File: config.mk
export PLATFORM = sky130hd
export DESIGN_NAME = uart_fifo_ctrl_irq_priority
export DESIGN_NICKNAME = d
export VERILOG_FILES = /design/src/design/uart_irq_pkg.sv /design/src/design/trigger_select.sv /design/src/design/irq_priority.sv /design/src/design/uart_fifo_ctrl_irq_priority.sv
export VERILOG_INCLUDE_DIRS = /design/src /design/src/design
export SDC_FILE = /design/constraint.sdc
export NUM_CORES = 1
export LEC_CHECK = 0
export BUFFER_PORTS_ARGS = -buffer_cell sky130_fd_sc_hd__buf_4
export CORE_MARGIN = 2
export CORE_UTILIZATION = 37
export DETAILED_ROUTE_END_ITERATION = 12
export GPL_TIMING_DRIVEN = 0
export PLACE_DENSITY = 0.7
export SETUP_SLACK_MARGIN = 0.02
export SYNTH_ARGS = -nofsm -noshare
export SYNTH_HDL_FRONTEND = slang
export SYNTH_SLANG_ARGS = --single-unit
File: constraint.sdc
create_clock -name clock -period 2.53 [get_ports clock]
set_clock_uncertainty 0.2 [all_clocks]
set_input_delay 0.759 -clock clock [delete_from_list [all_inputs] [get_ports clock]]
set_output_delay 0.759 -clock clock [all_outputs]
set_load 0.01 [all_outputs]
File: src/design/uart_irq_cfg.svh
// Register offsets, field positions, reset values and threshold tables for the FIFO control and interrupt block.
`ifndef UART_IRQ_CFG_SVH
`define UART_IRQ_CFG_SVH

// ------------------------------------------------------------
// Register offsets on the parallel host bus
// ------------------------------------------------------------
`define FIFO_CTRL_ADDR 3'h2
`define IRQ_STATUS_ADDR 3'h2

// ------------------------------------------------------------
// fifo_control field positions
// ------------------------------------------------------------
`define FIFO_CTRL_ENABLE_BIT 0
`define FIFO_CTRL_RX_CLEAR_BIT 1
`define FIFO_CTRL_TX_CLEAR_BIT 2
`define FIFO_CTRL_TX_TRIG_LSB 4
`define FIFO_CTRL_RX_TRIG_LSB 6

// ------------------------------------------------------------
// Enable and feature bits used by the interrupt sources
// ------------------------------------------------------------
`define IRQ_EN_RX_BIT 0
`define IRQ_EN_TX_BIT 1
`define IRQ_EN_LINE_BIT 2
`define IRQ_EN_MODEM_BIT 3
`define IRQ_EN_XOFF_BIT 5
`define IRQ_EN_RTS_BIT 6
`define IRQ_EN_CTS_BIT 7
`define FEATURE_ENHANCED_BIT 4

// ------------------------------------------------------------
// Interrupt codes for status bits 5:0
// ------------------------------------------------------------
`define CODE_LINE 6'h06
`define CODE_RX_READY 6'h04
`define CODE_RX_TIMEOUT 6'h0C
`define CODE_TX_EMPTY 6'h02
`define CODE_MODEM 6'h00
`define CODE_XOFF 6'h10
`define CODE_CTS_RTS 6'h20
`define CODE_NONE 6'h01

// ------------------------------------------------------------
// Reset values
// ------------------------------------------------------------
`define FIFO_CTRL_RESET 8'h00
`define IRQ_STATUS_RESET 8'h01

// ------------------------------------------------------------
// Trigger levels in 32-byte mode, indexed by the two-bit code
// ------------------------------------------------------------
`define RX_TRIG_0 8'h08
`define RX_TRIG_1 8'h10
`define RX_TRIG_2 8'h18
`define RX_TRIG_3 8'h1C
`define TX_TRIG_0 8'h10
`define TX_TRIG_1 8'h08
`define TX_TRIG_2 8'h18
`define TX_TRIG_3 8'h1E

`endif

File: src/design/uart_irq_pkg.sv
// Types shared by the FIFO control and interrupt priority block.
package uart_irq_pkg;
    typedef logic [7:0] byte_t;
    typedef logic [5:0] irq_code_t;
    typedef logic [2:0] reg_addr_t;
    typedef logic [1:0] trig_code_t;
endpackage

File: src/design/trigger_select.sv
// Selection of receive and transmit thresholds from the two-bit codes or the level registers.
`timescale 1ns/10ps
`include "uart_irq_cfg.svh"
module trigger_select (
    input wire uart_irq_pkg::trig_code_t rx_code,
    input wire uart_irq_pkg::trig_code_t tx_code,
    input wire uart_irq_pkg::byte_t rx_irq_level_reg,
    input wire uart_irq_pkg::byte_t tx_irq_level_reg,
    input wire uart_irq_pkg::byte_t flow_low_threshold_reg,
    input wire uart_irq_pkg::byte_t flow_high_threshold_reg,
    output uart_irq_pkg::byte_t rx_threshold,
    output uart_irq_pkg::byte_t tx_threshold
);
    import uart_irq_pkg::*;

    logic level_mode;

    // Any nonzero level register hands threshold control over to the level registers.
    assign level_mode = (rx_irq_level_reg != 8'h00) || (tx_irq_level_reg != 8'h00) ||
                        (flow_low_threshold_reg != 8'h00) || (flow_high_threshold_reg != 8'h00);

    always_comb begin
        if (level_mode) begin
            rx_threshold = rx_irq_level_reg;
            tx_threshold = tx_irq_level_reg;
        end else begin
            case (rx_code)
                2'h0: rx_threshold = `RX_TRIG_0;
                2'h1: rx_threshold = `RX_TRIG_1;
                2'h2: rx_threshold = `RX_TRIG_2;
                default: rx_threshold = `RX_TRIG_3;
            endcase
            case (tx_code)
                2'h0: tx_threshold = `TX_TRIG_0;
                2'h1: tx_threshold = `TX_TRIG_1;
                2'h2: tx_threshold = `TX_TRIG_2;
                default: tx_threshold = `TX_TRIG_3;
            endcase
        end
    end
endmodule

File: src/design/irq_priority.sv
// Combinational six-level interrupt priority encoder.
`timescale 1ns/10ps
`include "uart_irq_cfg.svh"
module irq_priority (
    input wire logic line_pend,
    input wire logic rx_timeout_pend,
    input wire logic rx_ready_pend,
    input wire logic tx_empty_pend,
    input wire logic modem_pend,
    input wire logic xoff_pend,
    input wire logic cts_rts_pend,
    output uart_irq_pkg::irq_code_t code
);
    import uart_irq_pkg::*;

    // Level 1 is the highest; a time-out outranks plain data ready within level 2.
    always_comb begin
        if (line_pend) begin
            code = `CODE_LINE;
        end else if (rx_timeout_pend) begin
            code = `CODE_RX_TIMEOUT;
        end else if (rx_ready_pend) begin
            code = `CODE_RX_READY;
        end else if (tx_empty_pend) begin
            code = `CODE_TX_EMPTY;
        end else if (modem_pend) begin
            code = `CODE_MODEM;
        end else if (xoff_pend) begin
            code = `CODE_XOFF;
        end else if (cts_rts_pend) begin
            code = `CODE_CTS_RTS;
        end else begin
            code = `CODE_NONE;
        end
    end
endmodule

File: src/design/uart_fifo_ctrl_irq_priority.sv
// FIFO control register and prioritised interrupt status for a single-channel UART.
//
// Summary of operation
// - FIFO enable bit turns both FIFOs on or off; off after reset.
// - Transmit clear bit empties the transmit FIFO, then returns to zero itself.
// - Receive clear bit empties the receive FIFO, then returns to zero itself.
// - Receive code picks threshold 8, 16, 24 or 28 bytes.
// - Transmit code picks threshold 16, 8, 24 or 30 bytes.
// - Receive-ready interrupt rises when receive count reaches the threshold.
// - Transmit-empty interrupt rises when transmit count falls below the threshold.
// - The same thresholds also drive flow control.
// - Any nonzero level register makes thresholds come from the level registers.
// - Status read returns the code of the highest pending interrupt.
// - Only the top source is reported; lower ones show on a later read.
// - Line 000110, receive ready 000100, time-out 001100, transmit empty 000010.
// - Modem 000000, Xoff or special 010000, CTS or RTS change 100000.
// - Status bits 7:6 read one with FIFOs enabled, zero otherwise.
// - The two upper sources report only while enhanced feature bit 4 is set.
// - Xoff status stays set until Xon characters arrive.
// - Status bit 0 is low while any interrupt pends; high after reset.
// - Receive-ready clears once the receive count drops below the threshold.
// - Transmit-empty clears on a status read that reports it or a new transmit load.
`timescale 1ns/10ps
`include "uart_irq_cfg.svh"
module uart_fifo_ctrl_irq_priority #(
    parameter int COUNT_W = 8
) (
    input wire logic clock,
    input wire logic rst_b,
    input wire uart_irq_pkg::reg_addr_t addr,
    input wire logic wr_strobe,
    input wire logic rd_strobe,
    input wire uart_irq_pkg::byte_t wdata,
    output uart_irq_pkg::byte_t rdata,
    input wire uart_irq_pkg::byte_t irq_enable_reg,
    input wire uart_irq_pkg::byte_t enhanced_feature_reg,
    input wire uart_irq_pkg::byte_t rx_irq_level_reg,
    input wire uart_irq_pkg::byte_t tx_irq_level_reg,
    input wire uart_irq_pkg::byte_t flow_low_threshold_reg,
    input wire uart_irq_pkg::byte_t flow_high_threshold_reg,
    input wire logic [COUNT_W-1:0] rx_count,
    input wire logic [COUNT_W-1:0] tx_count,
    input wire logic line_status_error,
    input wire logic rx_timeout,
    input wire logic modem_status_change,
    input wire logic xoff_detected,
    input wire logic xon_received,
    input wire logic cts_rts_change,
    input wire logic tx_holding_load,
    output logic fifo_enable,
    output logic rx_fifo_clear,
    output logic tx_fifo_clear,
    output uart_irq_pkg::byte_t rx_threshold,
    output uart_irq_pkg::byte_t tx_threshold,
    output uart_irq_pkg::byte_t interrupt_status,
    output logic irq
);
    import uart_irq_pkg::*;

    // ------------------------------------------------------------
    // Register file state
    // ------------------------------------------------------------
    logic fifo_enable_reg;
    trig_code_t rx_trig_code_reg;
    trig_code_t tx_trig_code_reg;
    logic rx_clear_reg;
    logic tx_clear_reg;
    byte_t rx_threshold_reg;
    byte_t tx_threshold_reg;
    byte_t rdata_reg;
    byte_t status_view_reg;
    logic irq_reg;

    logic ctrl_write;
    logic status_read;
    byte_t rx_thr_sel;
    byte_t tx_thr_sel;

    assign ctrl_write = wr_strobe && (addr == `FIFO_CTRL_ADDR);
    assign status_read = rd_strobe && (addr == `IRQ_STATUS_ADDR);

    // ------------------------------------------------------------
    // FIFO control register
    // ------------------------------------------------------------
    // Only host writes change this state; status reads at the shared address never touch it.
    always_ff @(posedge clock) begin
        if (!rst_b) begin
            fifo_enable_reg <= 1'(`FIFO_CTRL_RESET >> `FIFO_CTRL_ENABLE_BIT);
        end else if (ctrl_write) begin
            fifo_enable_reg <= wdata[`FIFO_CTRL_ENABLE_BIT];
        end
    end

    always_ff @(posedge clock) begin
        if (!rst_b) begin
            rx_trig_code_reg <= 2'(`FIFO_CTRL_RESET >> `FIFO_CTRL_RX_TRIG_LSB);
        end else if (ctrl_write) begin
            rx_trig_code_reg <= wdata[`FIFO_CTRL_RX_TRIG_LSB +: 2];
        end
    end

    always_ff @(posedge clock) begin
        if (!rst_b) begin
            tx_trig_code_reg <= 2'(`FIFO_CTRL_RESET >> `FIFO_CTRL_TX_TRIG_LSB);
        end else if (ctrl_write) begin
            tx_trig_code_reg <= wdata[`FIFO_CTRL_TX_TRIG_LSB +: 2];
        end
    end

    // Clear commands are one-cycle pulses, so the stored bit reads back as zero afterwards.
    always_ff @(posedge clock) begin
        if (!rst_b) begin
            rx_clear_reg <= 1'b0;
        end else begin
            rx_clear_reg <= ctrl_write && wdata[`FIFO_CTRL_RX_CLEAR_BIT];
        end
    end

    always_ff @(posedge clock) begin
        if (!rst_b) begin
            tx_clear_reg <= 1'b0;
        end else begin
            tx_clear_reg <= ctrl_write && wdata[`FIFO_CTRL_TX_CLEAR_BIT];
        end
    end

    // ------------------------------------------------------------
    // Threshold selection
    // ------------------------------------------------------------
    trigger_select thresholds (
        .rx_code(rx_trig_code_reg),
        .tx_code(tx_trig_code_reg),
        .rx_irq_level_reg(rx_irq_level_reg),
        .tx_irq_level_reg(tx_irq_level_reg),
        .flow_low_threshold_reg(flow_low_threshold_reg),
        .flow_high_threshold_reg(flow_high_threshold_reg),
        .rx_threshold(rx_thr_sel),
        .tx_threshold(tx_thr_sel)
    );

    // The registered thresholds feed both the interrupt compare and the flow-control outputs.
    always_ff @(posedge clock) begin
        if (!rst_b) begin
            rx_threshold_reg <= `RX_TRIG_0;
        end else begin
            rx_threshold_reg <= rx_thr_sel;
        end
    end

    always_ff @(posedge clock) begin
        if (!rst_b) begin
            tx_threshold_reg <= `TX_TRIG_0;
        end else begin
            tx_threshold_reg <= tx_thr_sel;
        end
    end

    // ------------------------------------------------------------
    // Interrupt sources
    // ------------------------------------------------------------
    logic [7:0] rx_count_w;
    logic [7:0] tx_count_w;
    logic rx_at_level;
    logic tx_below;
    logic tx_below_prev_reg;
    logic tx_empty_flag_reg;
    logic xoff_flag_reg;
    logic cts_rts_flag_reg;
    logic enhanced_on;
    logic line_pend;
    logic rx_timeout_pend;
    logic rx_ready_pend;
    logic tx_empty_pend;
    logic modem_pend;
    logic xoff_pend;
    logic cts_rts_pend;
    irq_code_t top_code;
    logic tx_reported;
    logic cts_rts_reported;

    assign rx_count_w = 8'(rx_count);
    assign tx_count_w = 8'(tx_count);

    // Without FIFOs the single holding register decides: data present, or holding empty.
    assign rx_at_level = fifo_enable_reg ? (rx_count_w >= rx_threshold_reg) : (rx_count_w != 8'h00);
    assign tx_below = fifo_enable_reg ? (tx_count_w < tx_threshold_reg) : (tx_count_w == 8'h00);

    assign enhanced_on = enhanced_feature_reg[`FEATURE_ENHANCED_BIT];

    assign line_pend = irq_enable_reg[`IRQ_EN_LINE_BIT] && line_status_error;
    assign rx_timeout_pend = irq_enable_reg[`IRQ_EN_RX_BIT] && rx_timeout;
    assign rx_ready_pend = irq_enable_reg[`IRQ_EN_RX_BIT] && rx_at_level;
    assign tx_empty_pend = irq_enable_reg[`IRQ_EN_TX_BIT] && tx_empty_flag_reg;
    assign modem_pend = irq_enable_reg[`IRQ_EN_MODEM_BIT] && modem_status_change;
    assign xoff_pend = enhanced_on && irq_enable_reg[`IRQ_EN_XOFF_BIT] && xoff_flag_reg;
    assign cts_rts_pend = enhanced_on && cts_rts_flag_reg;

    irq_priority prio (
        .line_pend(line_pend),
        .rx_timeout_pend(rx_timeout_pend),
        .rx_ready_pend(rx_ready_pend),
        .tx_empty_pend(tx_empty_pend),
        .modem_pend(modem_pend),
        .xoff_pend(xoff_pend),
        .cts_rts_pend(cts_rts_pend),
        .code(top_code)
    );

    // A read only services the source that it actually reported.
    assign tx_reported = status_read && (top_code == `CODE_TX_EMPTY);
    assign cts_rts_reported = status_read && (top_code == `CODE_CTS_RTS);

    always_ff @(posedge clock) begin
        if (!rst_b) begin
            tx_below_prev_reg <= 1'b0;
        end else begin
            tx_below_prev_reg <= tx_below;
        end
    end

    // Transmit empty is an edge into the below-threshold state, held until serviced.
    always_ff @(posedge clock) begin
        if (!rst_b) begin
            tx_empty_flag_reg <= 1'b0;
        end else if (tx_below && !tx_below_prev_reg) begin
            tx_empty_flag_reg <= 1'b1;
        end else if (tx_reported || tx_holding_load) begin
            tx_empty_flag_reg <= 1'b0;
        end
    end

    // Xoff status holds until Xon arrives; a fresh Xoff in the same cycle wins.
    always_ff @(posedge clock) begin
        if (!rst_b) begin
            xoff_flag_reg <= 1'b0;
        end else if (xoff_detected) begin
            xoff_flag_reg <= 1'b1;
        end else if (xon_received) begin
            xoff_flag_reg <= 1'b0;
        end
    end

    // CTS or RTS change is sticky until a status read reports it.
    always_ff @(posedge clock) begin
        if (!rst_b) begin
            cts_rts_flag_reg <= 1'b0;
        end else if (cts_rts_change && (irq_enable_reg[`IRQ_EN_CTS_BIT] || irq_enable_reg[`IRQ_EN_RTS_BIT])) begin
            cts_rts_flag_reg <= 1'b1;
        end else if (cts_rts_reported) begin
            cts_rts_flag_reg <= 1'b0;
        end
    end

    // ------------------------------------------------------------
    // Status register and read port
    // ------------------------------------------------------------
    byte_t status_now;

    assign status_now = {fifo_enable_reg, fifo_enable_reg, top_code};

    // The read word is captured on the strobe; unmapped reads return zero.
    always_ff @(posedge clock) begin
        if (!rst_b) begin
            rdata_reg <= 8'h00;
        end else if (rd_strobe) begin
            if (status_read) begin
                rdata_reg <= status_now;
            end else begin
                rdata_reg <= 8'h00;
            end
        end
    end

    // Live status view and interrupt line; writes to the status address have no path here.
    always_ff @(posedge clock) begin
        if (!rst_b) begin
            status_view_reg <= `IRQ_STATUS_RESET;
        end else begin
            status_view_reg <= status_now;
        end
    end

    always_ff @(posedge clock) begin
        if (!rst_b) begin
            irq_reg <= 1'b0;
        end else begin
            irq_reg <= (top_code != `CODE_NONE);
        end
    end

    // ------------------------------------------------------------
    // Outputs
    // ------------------------------------------------------------
    assign rdata = rdata_reg;
    assign fifo_enable = fifo_enable_reg;
    assign rx_fifo_clear = rx_clear_reg;
    assign tx_fifo_clear = tx_clear_reg;
    assign rx_threshold = rx_threshold_reg;
    assign tx_threshold = tx_threshold_reg;
    assign interrupt_status = status_view_reg;
    assign irq = irq_reg;
endmodule

==> run metrics <==
status=finished, final reports clean; drt drc=0; Num CTS Buffers=5; sequential element share of the synthesized area=42.0%; EDFF count, synth=0; Mean Syn Cell Area=9.15 sq um; hold buffers post-CTS=0; Final Power=1.46 mW; clock tree buffer depth=2; f_max=0.429 GHz; Ys Warns=0; antenna cell count=0; Final Hold Fails=0; clk slew on worst S/H paths=around 0.080 ns; die area=between 0.006 and 0.007 sq mm; vias in the first global route=1994; postcts setup bufs=0; period utilisation layout=92.1%; crit path launch type=input pin; Die Height=77.6 microns; Ports=122; max-slew violation count=0; Detailed Route Iter0 Violations=93; first-pass GRT wire length=9090 microns; average wire per cell in the routed design=13.7 microns; crit end category=flop; CP arrival=2.32 ns; min-delay worst type=flop to flop; Core Footprint=0.00517 sq mm; Util after Layout=58.7%; top cells by count, synth=dfxtp_1 (42), inv_1 (23), nor2_1 (21); post-synth top area cell=dfxtp_1; Synth top area share=a little over two fifths; Num Clock Sinks=42; Via density=4.94; GP Congestion=0.864; Max-Slew Margin vs Limit=65.4%; Syn Std Cell Area=approximately 0.002 sq mm; post-CTS sizing=0; most frequent cell after synthesis=dfxtp_1; RSZ-0062 raised after global routing=no; root buffer cell=clkbuf_8; pwr/cell area=480 mW/mm^2; grt ovf=0; PortBufs=about 110; WS Path Type=input pin to flop; worst setup path start=rx_count[3]; Crit path required time=2.52 ns; Placed Instance Area=0.00292 sq mm; Max FO, Critical Path=4; largest net degree at the start of global routing=13; total track usage=about a fifth; number of routed nets with antenna violations=0; min Tclk post-route=2.33 ns; final setup fails=0; FF-to-FF Start=rx_threshold[3]; # rows=26; Yosys reg bits=42; initial antenna violation count=0; total wire length=5580 microns; Pleak=1.44 nW; H-tree Lvls=2; Worst R2R Setup Slack=0.41 ns; Min-Delay Path Depth=2; r2r endpoint=cts_rts_flag_reg; synthesis-to-finish area growth=51.5%; CTS tree=done; clock latency at the later pin of the worst-skew pair=just under 0.3 ns; hold path start=rdata[4]; worst slew pin tran=slightly above 0.5 ns; Post-synth ARST share=0%; Die X=just under 80 microns; Synth cell types=47; maximum VDD drop=0.208 mV; Reg2Reg Depth=7; Pre-antenna DRT Iters=4; share of cells above drive strength 1=39.1%; # Max-Cap Violations=0; Starting Density=about 39%; syn_nets=320; dominant synthesized flop cell=dfxtp_1; Synth area leaders=dfxtp_1 (42%), ha_1 (9.4%), inv_1 (4.3%); via count=slightly above 2000; Design Area, Final=slightly above 0.003 sq mm; hold path endpoint=rdata[4]; Hold WS=approximately 0.27 ns; Post-DP HPWL=4680 microns; Final #Nets=about 440; Cells after Synth=219
## cells by family (layout without fill, tap and decap cells)
kind of cell | Yosys count | after routing | synth area share [%]
compound gates | 45 | 45 | 17.2
simple gates | 83 | 83 | 23.2
flops | 42 | 42 | 42.0
fa+ha+maj | 15 | 15 | 9.37
buf+inv | 29 | 148 | 5.81
mux | 5 | 5 | 2.50
## area by class of cell
class	instances	area, sq um
Buffer	6	30.0
Multi-Input combinational cell	148	1050
Tap cell	70	87.6
Inverter	23	86.3
Timing Repair Buffer	111	833
Clock buffer	8	110
Sequential cell	42	841
Fill cell	466	2140
## layer usage
layer,GRT usage [%],part of all wire [%],vias to the layer above
met4,5.89,1.1,0
met3,2.79,4.9,5
met1,23.3,42,925
met5,0,0,-
met2,34.1,52,66
li1,-,-,1021
## critical path, stage by stage
cell and delay (ns):
buf_4 0.12, ha_1 0.32, a211oi_2 0.25, o21ai_2 0.13
a211oi_2 0.29, nor2_1 0.16, o31a_1 0.29
## cells in the final DEF (no fill, tap or decap), types with 3 or more instances in the layout
cell type / n
nand3_1: 7
o21a_1: 3
o31ai_1: 5
a21oi_1: 8
nor2_1: 21
and3_1: 6
dfxtp_1: 42
clkbuf_1: 4
ha_1: 15
inv_1: 23
clkbuf_8: 8
buf_4: 113
o21ai_0: 5
and2_1: 10
nor4_1: 11
mux2i_1: 5
nand2_1: 12
## worst max path at each step
stage	to	slack, ns
after floorplan	rdata[2]	0.20
after global placement	cts_rts_flag_reg	-0.03
after detailed placement	cts_rts_flag_reg	-0.11
after CTS	cts_rts_flag_reg	0.21
after global routing	rx_threshold[1]	0.05
final	cts_rts_flag_reg	0.20
## report_power, final
part / internal (mW) / switching, mW / leakage [nW] / total (mW)
Clock: 0.275 / 0.219 / 0.0575 / 0.495
Sequential: 0.685 / 0.0133 / 0.345 / 0.698
Combinational: 0.149 / 0.115 / 1.03 / 0.264
Total: 1.11 / 0.348 / 1.44 / 1.46
## per-stage QoR
| step | setup TNS, ns | cells | setup WS [ns] |
|---|---|---|---|
| 2_1_floorplan | 0 | 219 | 0.196 |
| 3_3_place_gp | -0.0611 | 400 | -0.0345 |
| 3_5_place_dp | -0.425 | 400 | -0.112 |
| 4_1_cts | 0 | 408 | 0.205 |
| 5_1_grt | 0 | 408 | 0.0507 |
| 6_report | 0 | 408 | 0.200 |
Note: power is estimated with default switching activity, not from simulation.
